--- config.mk ---
export PLATFORM = sky130hd
export DESIGN_NAME = gpio_direction_output_port
export DESIGN_NICKNAME = d
export VERILOG_FILES = /design/src/hw/gpio_pkg.sv /design/src/hw/pin_sync.sv /design/src/hw/cycle_timer.sv /design/src/hw/gpio_direction_output_port.sv
export SDC_FILE = /design/constraint.sdc
export NUM_CORES = 1
export LEC_CHECK = 0
export ABC_AREA = 1
export BUFFER_PORTS_ARGS = -buffer_cell sky130_fd_sc_hd__buf_2
export CORE_ASPECT_RATIO = 0.5
export CORE_MARGIN = 2
export CORE_UTILIZATION = 53
export CTS_BUF_LIST = sky130_fd_sc_hd__clkbuf_4 sky130_fd_sc_hd__clkbuf_8 sky130_fd_sc_hd__clkbuf_16
export CTS_CLUSTER_SIZE = 30
export DETAILED_ROUTE_END_ITERATION = 12
export PLACE_DENSITY = 0.83
export RECOVER_POWER = 50
export REMOVE_ABC_BUFFERS = 1
export SLEW_MARGIN = 20
export SYNTH_ARGS = -nofsm -noshare
export SYNTH_HDL_FRONTEND = slang
export SYNTH_SLANG_ARGS = --single-unit
--- constraint.sdc ---
create_clock -name clk -period 2.8 [get_ports clk]
set_clock_uncertainty 0.15 [all_clocks]
set_input_delay 0.56 -clock clk [delete_from_list [all_inputs] [get_ports clk]]
set_output_delay 0.56 -clock clk [all_outputs]
set_load 0.05 [all_outputs]
--- src/hw/gpio_pkg.sv ---
package gpio_pkg;
    // register byte addresses
    localparam logic [7:0] ADDR_DIR_WORD = 8'h00;
    localparam logic [7:0] ADDR_DRIVE_WORD = 8'h04;
    localparam logic [7:0] ADDR_SAMPLED_WORD = 8'h08;
    localparam logic [7:0] ADDR_DIR_LOW = 8'h0C;
    localparam logic [7:0] ADDR_DIR_HIGH = 8'h10;
    localparam logic [7:0] ADDR_DRIVE_LOW = 8'h14;
    localparam logic [7:0] ADDR_DRIVE_HIGH = 8'h18;
    localparam logic [7:0] ADDR_SAMPLED_LOW = 8'h1C;
    localparam logic [7:0] ADDR_SAMPLED_HIGH = 8'h20;
    localparam logic [7:0] ADDR_PIN_CMD = 8'h24;
    localparam logic [7:0] ADDR_POWER_CMD = 8'h28;
    localparam logic [7:0] ADDR_STATUS = 8'h2C;
    localparam logic [7:0] ADDR_WDOG_KICK = 8'h30;
    // pin command fields: bits 3:0 pin index, bit 8 level, bit 9 go
    localparam int PIN_IDX_LSB = 0;
    localparam int PIN_LEVEL_BIT = 8;
    localparam int PIN_GO_BIT = 9;
    // power command codes, low 3 bits
    localparam logic [2:0] PCMD_SLEEP = 3'h1;
    localparam logic [2:0] PCMD_DOZE = 3'h2;
    localparam logic [2:0] PCMD_END = 3'h3;
    localparam logic [2:0] PCMD_HALT = 3'h4;
    localparam logic [2:0] PCMD_WAKE = 3'h5;
    // reset values
    localparam logic [15:0] DIR_RESET = 16'h0000;
    localparam logic [15:0] DRIVE_RESET = 16'h0000;
    // timing
    localparam longint CLK_HZ = 100000000;
    localparam longint WAKE_PERIOD_MS = 2300;
    localparam longint RELEASE_MS = 18;
    localparam longint WDOG_MS = 2300;
    localparam longint WAKE_CYCLES = WAKE_PERIOD_MS * CLK_HZ / 1000;
    localparam longint RELEASE_CYCLES = RELEASE_MS * CLK_HZ / 1000;
    localparam longint WDOG_CYCLES = WDOG_MS * CLK_HZ / 1000;
    // power states
    typedef enum logic [3:0] {
        ST_RUN = 4'b0001,
        ST_DOZE = 4'b0010,
        ST_HALT = 4'b0100,
        ST_DEAD = 4'b1000
    } power_state_t;
endpackage

--- src/hw/pin_sync.sv ---
`timescale 1ns/10ps
// three-stage pin synchroniser, change taken when stages two and three agree
module pin_sync #(
    parameter int W = 16
) (
    input wire logic clk, // clock
    input wire logic rst_n, // async reset
    input wire logic [W-1:0] pin_in, // raw pins
    output logic [W-1:0] pin_sync_out // filtered pins
);
    logic [W-1:0] s1_r;
    logic [W-1:0] s2_r;
    logic [W-1:0] s3_r;
    logic [W-1:0] out_r;
    wire [W-1:0] agree = ~(s2_r ^ s3_r);
    wire [W-1:0] out_nxt = (agree & s3_r) | (~agree & out_r);
    // stage chain
    always_ff @(posedge clk or negedge rst_n) begin
        if (!rst_n) begin
            s1_r <= '0;
            s2_r <= '0;
            s3_r <= '0;
            out_r <= '0;
        end else begin
            s1_r <= pin_in;
            s2_r <= s1_r;
            s3_r <= s2_r;
            out_r <= out_nxt;
        end
    end
    assign pin_sync_out = out_r;
endmodule

--- src/hw/cycle_timer.sv ---
`timescale 1ns/10ps
// down counter, done pulses when count expires, restart reloads
module cycle_timer #(
    parameter longint COUNT = 100
) (
    input wire logic clk, // clock
    input wire logic rst_n, // async reset
    input wire logic run, // count while high
    input wire logic restart, // reload count
    output logic done // one-cycle expiry pulse
);
    localparam int CW = $clog2(COUNT + 1);
    localparam logic [CW-1:0] LOAD = CW'(COUNT - 1);
    logic [CW-1:0] cnt_r;
    logic done_r;
    wire zero = (cnt_r == '0);
    // reload on restart, while run is low, or on expiry
    always_ff @(posedge clk or negedge rst_n) begin
        if (!rst_n) begin
            cnt_r <= LOAD;
            done_r <= 1'b0;
        end else if (restart || !run) begin
            cnt_r <= LOAD;
            done_r <= 1'b0;
        end else if (zero) begin
            cnt_r <= LOAD;
            done_r <= 1'b1;
        end else begin
            cnt_r <= cnt_r - CW'(1);
            done_r <= 1'b0;
        end
    end
    assign done = done_r;
endmodule

--- src/hw/gpio_direction_output_port.sv ---
// Added by the designer: register access over AXI4-Lite and the register offsets.
`timescale 1ns/10ps
// Notes on behaviour
// RL1 - direction bit one makes pin output, zero makes it input
// RL2 - direction word sixteen bits, one per pin; eight-pin variant by parameter
// RL3 - drive level bit one drives high, zero low, only when output
// RL4 - reset leaves every pin an input
// RL5 - level writes to input pins are stored but do not reach the pin
// RL6 - set-high and set-low commands also make the pin an output
// RL7 - sampled word reads all pins; byte views give low and high halves
// RL8 - watchdog resets the controller when software stops kicking it
// RL9 - sleep and doze wake periodically every 2.3 seconds
// RL10 - each reset or wake releases pins to inputs for 18 ms, then restores
// RL11 - end enters low power with release; halt keeps outputs driven
// RL12 - after end the port ignores writes until reset
// RL13 - byte view writes change only their own eight bits
module gpio_direction_output_port
    import gpio_pkg::*;
#(
    parameter int PINS = 16,
    parameter longint WAKE_CNT = gpio_pkg::WAKE_CYCLES,
    parameter longint RELEASE_CNT = gpio_pkg::RELEASE_CYCLES,
    parameter longint WDOG_CNT = gpio_pkg::WDOG_CYCLES
) (
    input wire logic clk, // 100 MHz clock
    input wire logic rst_n, // async reset, active low
    input wire logic [7:0] s_axi_awaddr, // write address
    input wire logic s_axi_awvalid, // write address valid
    output logic s_axi_awready, // write address ready
    input wire logic [31:0] s_axi_wdata, // write data
    input wire logic [3:0] s_axi_wstrb, // write strobes
    input wire logic s_axi_wvalid, // write data valid
    output logic s_axi_wready, // write data ready
    output logic [1:0] s_axi_bresp, // write response
    output logic s_axi_bvalid, // write response valid
    input wire logic s_axi_bready, // write response ready
    input wire logic [7:0] s_axi_araddr, // read address
    input wire logic s_axi_arvalid, // read address valid
    output logic s_axi_arready, // read address ready
    output logic [31:0] s_axi_rdata, // read data
    output logic [1:0] s_axi_rresp, // read response
    output logic s_axi_rvalid, // read data valid
    input wire logic s_axi_rready, // read data ready
    input wire logic [PINS-1:0] pin_i, // pin levels in
    output logic [PINS-1:0] pin_o, // pin drive levels
    output logic [PINS-1:0] pin_oe, // pin output enables
    output logic wdog_reset // watchdog controller reset pulse
);
    // half width for the byte views, index width for pin commands
    localparam int HW = PINS / 2;
    localparam int IW = $clog2(PINS);

    // port words, pin drivers, timers and power state
    logic [PINS-1:0] dir_r;
    logic [PINS-1:0] dir_nxt;
    logic [PINS-1:0] drive_r;
    logic [PINS-1:0] drive_nxt;
    logic [PINS-1:0] pin_o_r;
    logic [PINS-1:0] pin_oe_r;
    logic [PINS-1:0] sampled;
    logic release_r;
    logic release_nxt;
    logic release_start;
    logic release_done;
    logic wake_done;
    logic wdog_done;
    logic wdog_r;
    power_state_t state_r;
    power_state_t state_nxt;

    // write channel capture, address and data in either order
    logic [7:0] awaddr_r;
    logic aw_have_r;
    logic [31:0] wdata_r;
    logic [3:0] wstrb_r;
    logic w_have_r;
    logic bvalid_r;
    logic bresp_r;
    logic [31:0] rdata_r;
    logic rvalid_r;
    logic rresp_r;

    // channel acceptance; a write commits once both halves are held
    wire aw_take = s_axi_awvalid && s_axi_awready;
    wire w_take = s_axi_wvalid && s_axi_wready;
    wire wr_fire = aw_have_r && w_have_r && !bvalid_r;
    wire ar_take = s_axi_arvalid && s_axi_arready;

    // ready while the holding slot is free and no response waits
    assign s_axi_awready = !aw_have_r && !bvalid_r;
    assign s_axi_wready = !w_have_r && !bvalid_r;
    assign s_axi_arready = !rvalid_r;
    assign s_axi_bvalid = bvalid_r;
    assign s_axi_bresp = bresp_r ? 2'h2 : 2'h0;
    assign s_axi_rvalid = rvalid_r;
    assign s_axi_rdata = rdata_r;
    assign s_axi_rresp = rresp_r ? 2'h2 : 2'h0;

    // input pin synchroniser
    pin_sync #(.W(PINS)) u_sync (
        .clk(clk),
        .rst_n(rst_n),
        .pin_in(pin_i),
        .pin_sync_out(sampled)
    );

    // write address decode
    wire dead = (state_r == ST_DEAD);
    wire wr_on = wr_fire && !dead; // RL12
    wire wr_dir = wr_on && awaddr_r == ADDR_DIR_WORD;
    wire wr_drv = wr_on && awaddr_r == ADDR_DRIVE_WORD;
    wire wr_dir_lo = wr_on && awaddr_r == ADDR_DIR_LOW;
    wire wr_dir_hi = wr_on && awaddr_r == ADDR_DIR_HIGH;
    wire wr_drv_lo = wr_on && awaddr_r == ADDR_DRIVE_LOW;
    wire wr_drv_hi = wr_on && awaddr_r == ADDR_DRIVE_HIGH;
    wire wr_pin = wr_on && awaddr_r == ADDR_PIN_CMD
        && wdata_r[PIN_GO_BIT] && wstrb_r[1];
    wire wr_pwr = wr_on && awaddr_r == ADDR_POWER_CMD && wstrb_r[0];
    wire wr_kick = wr_fire && awaddr_r == ADDR_WDOG_KICK;
    // mapped offsets answer OKAY, also when the port ignores the write
    wire map_word = (awaddr_r == ADDR_DIR_WORD)
        || (awaddr_r == ADDR_DRIVE_WORD)
        || (awaddr_r == ADDR_SAMPLED_WORD);
    wire map_byte = (awaddr_r == ADDR_DIR_LOW) || (awaddr_r == ADDR_DIR_HIGH)
        || (awaddr_r == ADDR_DRIVE_LOW) || (awaddr_r == ADDR_DRIVE_HIGH)
        || (awaddr_r == ADDR_SAMPLED_LOW) || (awaddr_r == ADDR_SAMPLED_HIGH);
    wire map_ctrl = (awaddr_r == ADDR_PIN_CMD)
        || (awaddr_r == ADDR_POWER_CMD) || (awaddr_r == ADDR_STATUS)
        || (awaddr_r == ADDR_WDOG_KICK);
    wire wr_map = map_word || map_byte || map_ctrl; // RL12
    wire [IW-1:0] pin_idx = wdata_r[PIN_IDX_LSB +: IW];
    wire [2:0] pcmd = wdata_r[2:0];
    wire [PINS-1:0] lo_mask = {{(PINS-HW){1'b0}}, {HW{1'b1}}};
    wire [PINS-1:0] wd16 = wdata_r[PINS-1:0];
    wire [PINS-1:0] wd_hi = {wdata_r[HW-1:0], {HW{1'b0}}};
    wire [PINS-1:0] wd_lo = {{(PINS-HW){1'b0}}, wdata_r[HW-1:0]};
    wire [PINS-1:0] word_mask = {{HW{wstrb_r[1]}}, {HW{wstrb_r[0]}}};

    // direction and level next values
    always_comb begin
        dir_nxt = dir_r;
        drive_nxt = drive_r;
        if (wr_dir) begin
            dir_nxt = (dir_r & ~word_mask) | (wd16 & word_mask); // RL1 RL2
        end
        if (wr_dir_lo && wstrb_r[0]) begin
            dir_nxt = (dir_r & ~lo_mask) | wd_lo; // RL13
        end
        if (wr_dir_hi && wstrb_r[0]) begin
            dir_nxt = (dir_r & lo_mask) | wd_hi; // RL13
        end
        if (wr_drv) begin
            drive_nxt = (drive_r & ~word_mask) | (wd16 & word_mask); // RL5
        end
        if (wr_drv_lo && wstrb_r[0]) begin
            drive_nxt = (drive_r & ~lo_mask) | wd_lo; // RL13
        end
        if (wr_drv_hi && wstrb_r[0]) begin
            drive_nxt = (drive_r & lo_mask) | wd_hi; // RL13
        end
        if (wr_pin) begin
            dir_nxt[pin_idx] = 1'b1; // RL6
            drive_nxt[pin_idx] = wdata_r[PIN_LEVEL_BIT]; // RL6
        end
    end

    // direction and level store
    always_ff @(posedge clk or negedge rst_n) begin
        if (!rst_n) begin
            dir_r <= DIR_RESET[PINS-1:0]; // RL4
            drive_r <= DRIVE_RESET[PINS-1:0];
        end else begin
            dir_r <= dir_nxt;
            drive_r <= drive_nxt;
        end
    end

    // power state sequencing
    always_comb begin
        state_nxt = state_r;
        unique case (state_r)
            ST_RUN: begin
                if (wr_pwr && (pcmd == PCMD_SLEEP || pcmd == PCMD_DOZE)) begin
                    state_nxt = ST_DOZE; // RL9
                end else if (wr_pwr && pcmd == PCMD_END) begin
                    state_nxt = ST_DEAD; // RL11
                end else if (wr_pwr && pcmd == PCMD_HALT) begin
                    state_nxt = ST_HALT; // RL11
                end
            end
            ST_DOZE: begin
                if (wr_pwr && pcmd == PCMD_WAKE) begin
                    state_nxt = ST_RUN;
                end
            end
            ST_HALT: state_nxt = ST_HALT; // RL12
            ST_DEAD: state_nxt = ST_DEAD; // RL12
        endcase
    end

    // wake timer runs in doze and after end
    wire low_power = (state_r == ST_DOZE) || dead;
    cycle_timer #(.COUNT(WAKE_CNT)) u_wake (
        .clk(clk),
        .rst_n(rst_n),
        .run(low_power),
        .restart(1'b0),
        .done(wake_done) // RL9
    );

    // watchdog counts while running, kicked by software
    cycle_timer #(.COUNT(WDOG_CNT)) u_wdog (
        .clk(clk),
        .rst_n(rst_n),
        .run(state_r == ST_RUN),
        .restart(wr_kick),
        .done(wdog_done) // RL8
    );

    // release window after reset, wake or watchdog
    assign release_start = (wake_done && low_power) || wdog_done;
    cycle_timer #(.COUNT(RELEASE_CNT)) u_release (
        .clk(clk),
        .rst_n(rst_n),
        .run(release_r),
        .restart(release_start), // a new wake reopens the full window
        .done(release_done)
    );
    // start wins over expiry in the same cycle
    assign release_nxt = release_start ? 1'b1
        : (release_done ? 1'b0 : release_r); // RL10

    // power state, release window and watchdog pulse
    always_ff @(posedge clk or negedge rst_n) begin
        if (!rst_n) begin
            state_r <= ST_RUN;
            release_r <= 1'b1; // RL10
            wdog_r <= 1'b0;
        end else begin
            state_r <= state_nxt;
            release_r <= release_nxt;
            wdog_r <= wdog_done; // RL8
        end
    end
    assign wdog_reset = wdog_r;

    // pin drivers, released pins float as inputs
    always_ff @(posedge clk or negedge rst_n) begin
        if (!rst_n) begin
            pin_oe_r <= '0; // RL4
            pin_o_r <= '0;
        end else begin
            pin_oe_r <= release_r ? '0 : dir_r; // RL1 RL10 RL11
            pin_o_r <= drive_r & dir_r; // RL3 RL5
        end
    end
    assign pin_oe = pin_oe_r;
    assign pin_o = pin_o_r;

    // read decode
    // status: one-hot state in bits 3:0, release flag in bit 7
    wire [31:0] status_word = {24'h0, release_r, 3'h0, state_r};
    logic [31:0] rd_val;
    logic rd_err;
    always_comb begin
        rd_err = 1'b0;
        unique case (s_axi_araddr)
            ADDR_DIR_WORD: rd_val = 32'(dir_r);
            ADDR_DRIVE_WORD: rd_val = 32'(drive_r);
            ADDR_SAMPLED_WORD: rd_val = 32'(sampled); // RL7
            ADDR_DIR_LOW: rd_val = 32'(dir_r[HW-1:0]);
            ADDR_DIR_HIGH: rd_val = 32'(dir_r[PINS-1:HW]);
            ADDR_DRIVE_LOW: rd_val = 32'(drive_r[HW-1:0]); // RL7
            ADDR_DRIVE_HIGH: rd_val = 32'(drive_r[PINS-1:HW]); // RL7
            ADDR_SAMPLED_LOW: rd_val = 32'(sampled[HW-1:0]); // RL7
            ADDR_SAMPLED_HIGH: rd_val = 32'(sampled[PINS-1:HW]); // RL7
            ADDR_STATUS: rd_val = status_word;
            ADDR_PIN_CMD: rd_val = 32'h0;
            ADDR_POWER_CMD: rd_val = 32'h0;
            ADDR_WDOG_KICK: rd_val = 32'h0;
            default: begin
                rd_val = 32'h0;
                rd_err = 1'b1;
            end
        endcase
    end

    // write address capture, low bits dropped for word alignment
    always_ff @(posedge clk or negedge rst_n) begin
        if (!rst_n) begin
            awaddr_r <= 8'h00;
            aw_have_r <= 1'b0;
        end else if (aw_take) begin
            awaddr_r <= {s_axi_awaddr[7:2], 2'b00};
            aw_have_r <= 1'b1;
        end else if (wr_fire) begin
            aw_have_r <= 1'b0;
        end
    end

    // write data capture
    always_ff @(posedge clk or negedge rst_n) begin
        if (!rst_n) begin
            wdata_r <= 32'h0;
            wstrb_r <= 4'h0;
            w_have_r <= 1'b0;
        end else if (w_take) begin
            wdata_r <= s_axi_wdata;
            wstrb_r <= s_axi_wstrb;
            w_have_r <= 1'b1;
        end else if (wr_fire) begin
            w_have_r <= 1'b0;
        end
    end

    // write response, held until the master takes it
    always_ff @(posedge clk or negedge rst_n) begin
        if (!rst_n) begin
            bvalid_r <= 1'b0;
            bresp_r <= 1'b0;
        end else if (wr_fire) begin
            bvalid_r <= 1'b1;
            bresp_r <= !wr_map;
        end else if (bvalid_r && s_axi_bready) begin
            bvalid_r <= 1'b0;
        end
    end

    // read answer, data captured as the address is taken
    always_ff @(posedge clk or negedge rst_n) begin
        if (!rst_n) begin
            rdata_r <= 32'h0;
            rvalid_r <= 1'b0;
            rresp_r <= 1'b0;
        end else if (ar_take) begin
            rdata_r <= rd_val;
            rresp_r <= rd_err;
            rvalid_r <= 1'b1;
        end else if (rvalid_r && s_axi_rready) begin
            rvalid_r <= 1'b0;
        end
    end
endmodule

==> impl_metrics.json <==
{
  "cp_num_cells": 3,
  "diodes": 0,
  "critPathKind": "in2async",
  "synth-edff-count": 0,
  "initial_utilization": 0.538,
  "p_leak_uw": 0.00693,
  "ant_nets": 0,
  "min_period_over_period": 0.768,
  "finalHoldViolCount": 0,
  "max-cap-violations": 1,
  "io_buffers": 110,
  "synth_top_cell_area_share": 0.422,
  "clock-sinks": 260,
  "netlist_top_cells_count": "nand2_1, nor2_1, dfrtp_1, inv_1, nand3_1",
  "die_y_um": 111,
  "async_flop_share": 1.00,
  "grt_use_total": 0.240,
  "r2r_slack_ps": 670,
  "crit_end": "u_release.cnt_r[10]",
  "fin_util": 0.619,
  "std_cell_rows": 39,
  "post-dp-hpwl_mm": 20.3,
  "worstHoldPathCells": 2,
  "required_ps": 3270,
  "end_kind": "async pin",
  "grt_max_degree": 62,
  "cts_buffer_depth": 3,
  "antenna_found_initial": 0,
  "hold_class": "in2reg",
  "cts-root-buf": "clkbuf_16",
  "syn_area_sq_mm": 0.0122,
  "relSlewSlack": 0.00318,
  "grt_pass1_wl_mm": 47.6,
  "critPathMaxFanout": 61,
  "finalSetupViolCount": 0,
  "max_stage_delay_ps": 1080,
  "postSynthAreaPerCell_sq_um": 8.31,
  "status": "finished, violations left",
  "max_freq_mhz": 465,
  "reg2reg_depth": 10,
  "die_w_um": 219,
  "htree_num_levels": 1,
  "min_period_ps": 2150,
  "ioPinCount": 149,
  "layout-drive-gt1-share": 0.171,
  "critPathTopFamily": "buffers and inverters",
  "rsz0062_at_grt": "no",
  "ys_ff_latch": 260,
  "reg2reg_to": "u_wdog.cnt_r[25]",
  "crit_buf_inv": 3,
  "area_delta_synth_final_pct": 15.1,
  "insertion_delay_ps": 530,
  "overflow": 0,
  "fin_nets": 1687,
  "grt_pass1_vias": 9788,
  "viasPerCell": 5.22,
  "cts_hold_buffers": 17,
  "post_cts_buffers": 0,
  "dr.pass1.iters": 5,
  "vias": 10100,
  "ys_types": 42,
  "clk_pin_slew_ps": 70,
  "setup.worst_path.start": "rst_n",
  "cts_tree": "done",
  "finalSetupTns_ps": 0,
  "yosysTopAreaCell": "dfrtp_1",
  "cts_resized": 0,
  "core_region_area_sq_mm": 0.0227,
  "total_power_uw": 9920,
  "critPathSlowestCell": "clkbuf_2",
  "ys.warnings.count": 0,
  "syn-instance-count": 1469,
  "slew_violations": 0,
  "crit_path_start_kind": "input pin",
  "synthFlopType": "dfrtp_1",
  "path_cells": "dlygate4sd3_1 > clkbuf_2 > buf_12",
  "drtIter0Drc": 1088,
  "numCtsBuffers": 23,
  "routed_wl_mm": 28.3,
  "regToRegStartpoint": "u_wdog.cnt_r[0]",
  "cp.arrival_ps": 2620,
  "worst_hold_slack_ps": 76.0,
  "die_area_sq_mm": 0.0243,
  "violations": "max-capacitance violations",
  "ys_seq_area_frac": 0.539,
  "powerDensity_mw_per_mm2": 706,
  "wl_per_cell_um": 14.7,
  "drc": 0,
  "yosysMostFrequentCell": "nand2_1",
  "ir_drop_mv": 0.620,
  "place_congestion": 0.959,
  "synth_area_leaders": "dfrtp_1, nand2_1, dfstp_2, nor2_1, nand3_1",
  "tightestPinTransition_ps": 1500
}
## flip-flops by register name, indices dropped and copies added (netlist names), 2 cells and up, named ones only
signal           cells
pin_o               16
u_sync.s1_r         16
state_r              4
u_sync.s2_r         16
drive_r             16
u_release.cnt_r     21
wstrb_r              2
s_axi_rdata         16
dir_r               16
awaddr_r             6
u_wdog.cnt_r        28
wdata_r             16
pin_oe              16
u_wake.cnt_r        28
u_sync.s3_r         16
## final cells by class
| cell class | instances | area [sq um] |
|---|---|---|
| inverters | 163 | 612 |
| fillers | 1820 | 8640 |
| multi-input cells | 1020 | 4800 |
| well taps | 307 | 384 |
| clock inverters | 9 | 153 |
| clock buffers | 33 | 669 |
| repair buffers | 139 | 856 |
| flip-flops and latches | 260 | 6570 |
## metrics by stage
step	cells	cell area [sq um]	setup WS [ps]
final	1931	14000	648
after floorplan	1443	12000	7.46
after global placement	1872	13100	670
after CTS	1931	14100	681
after detailed placement	1872	13100	625
after global routing	1931	14000	386
## cell usage in the layout (no fill, tap or decap), types with 4 or more instances in the layout
cell type and instances:
nand4_1 19, xnor2_1 9, o21ai_1 10, maj3_1 16, conb_1 18, clkbuf_16 23, or2_2 11, mux2_2 8
nor2_2 12, clkbuf_4 7, nand3_2 5, buf_12 4, buf_4 7, buf_2 108, nand3_1 125, nand2_2 5
bufinv_16 4, xor2_1 16, dfrtp_1 206, nor2_1 220, a21oi_1 34, nor3_1 23, o21ai_0 59, nand2_1 390
o211ai_1 14, nor2_4 5, inv_2 7, dlygate4sd3_1 17, inv_1 154, dfstp_2 54, ha_1 5
## metal layers
layer,global-route usage,part of all wire,up-vias
met3,0.0307,0.066,67
met1,0.340,0.45,4725
met5,0,0,-
li1,-,-,4910
met4,0.0753,0.026,0
met2,0.387,0.46,380
## worst min path at each step
stage / from / endpoint
global route: s_axi_bready / s_axi_bvalid
finish: s_axi_bready / s_axi_bvalid
detailed placement: u_sync.s1_r[4] / u_sync.s2_r[4]
floorplan: rst_n / async pin
CTS: s_axi_bready / s_axi_bvalid
global placement: u_sync.s1_r[8] / u_sync.s2_r[8]
## power breakdown
group	internal (uW)	switching (uW)
Clock	2040	1390
Sequential	4180	403
Combinational	510	1390
## cells by family (layout without fill, tap and decap cells)
group | Yosys count | after routing | synth area share
other | 1 | 18 | 0.000307
buffers and inverters | 206 | 344 | 0.0727
multiplexers | 8 | 8 | 0.00738
AO/OA/AOI/OAI | 125 | 125 | 0.0567
XOR/XNOR | 25 | 25 | 0.0179
flip-flops | 260 | 260 | 0.539
adder cells (fa/ha/maj) | 21 | 21 | 0.0182
AND/OR/NAND/NOR | 823 | 823 | 0.288
No activity file was read; power rests on OpenSTA's default activity.
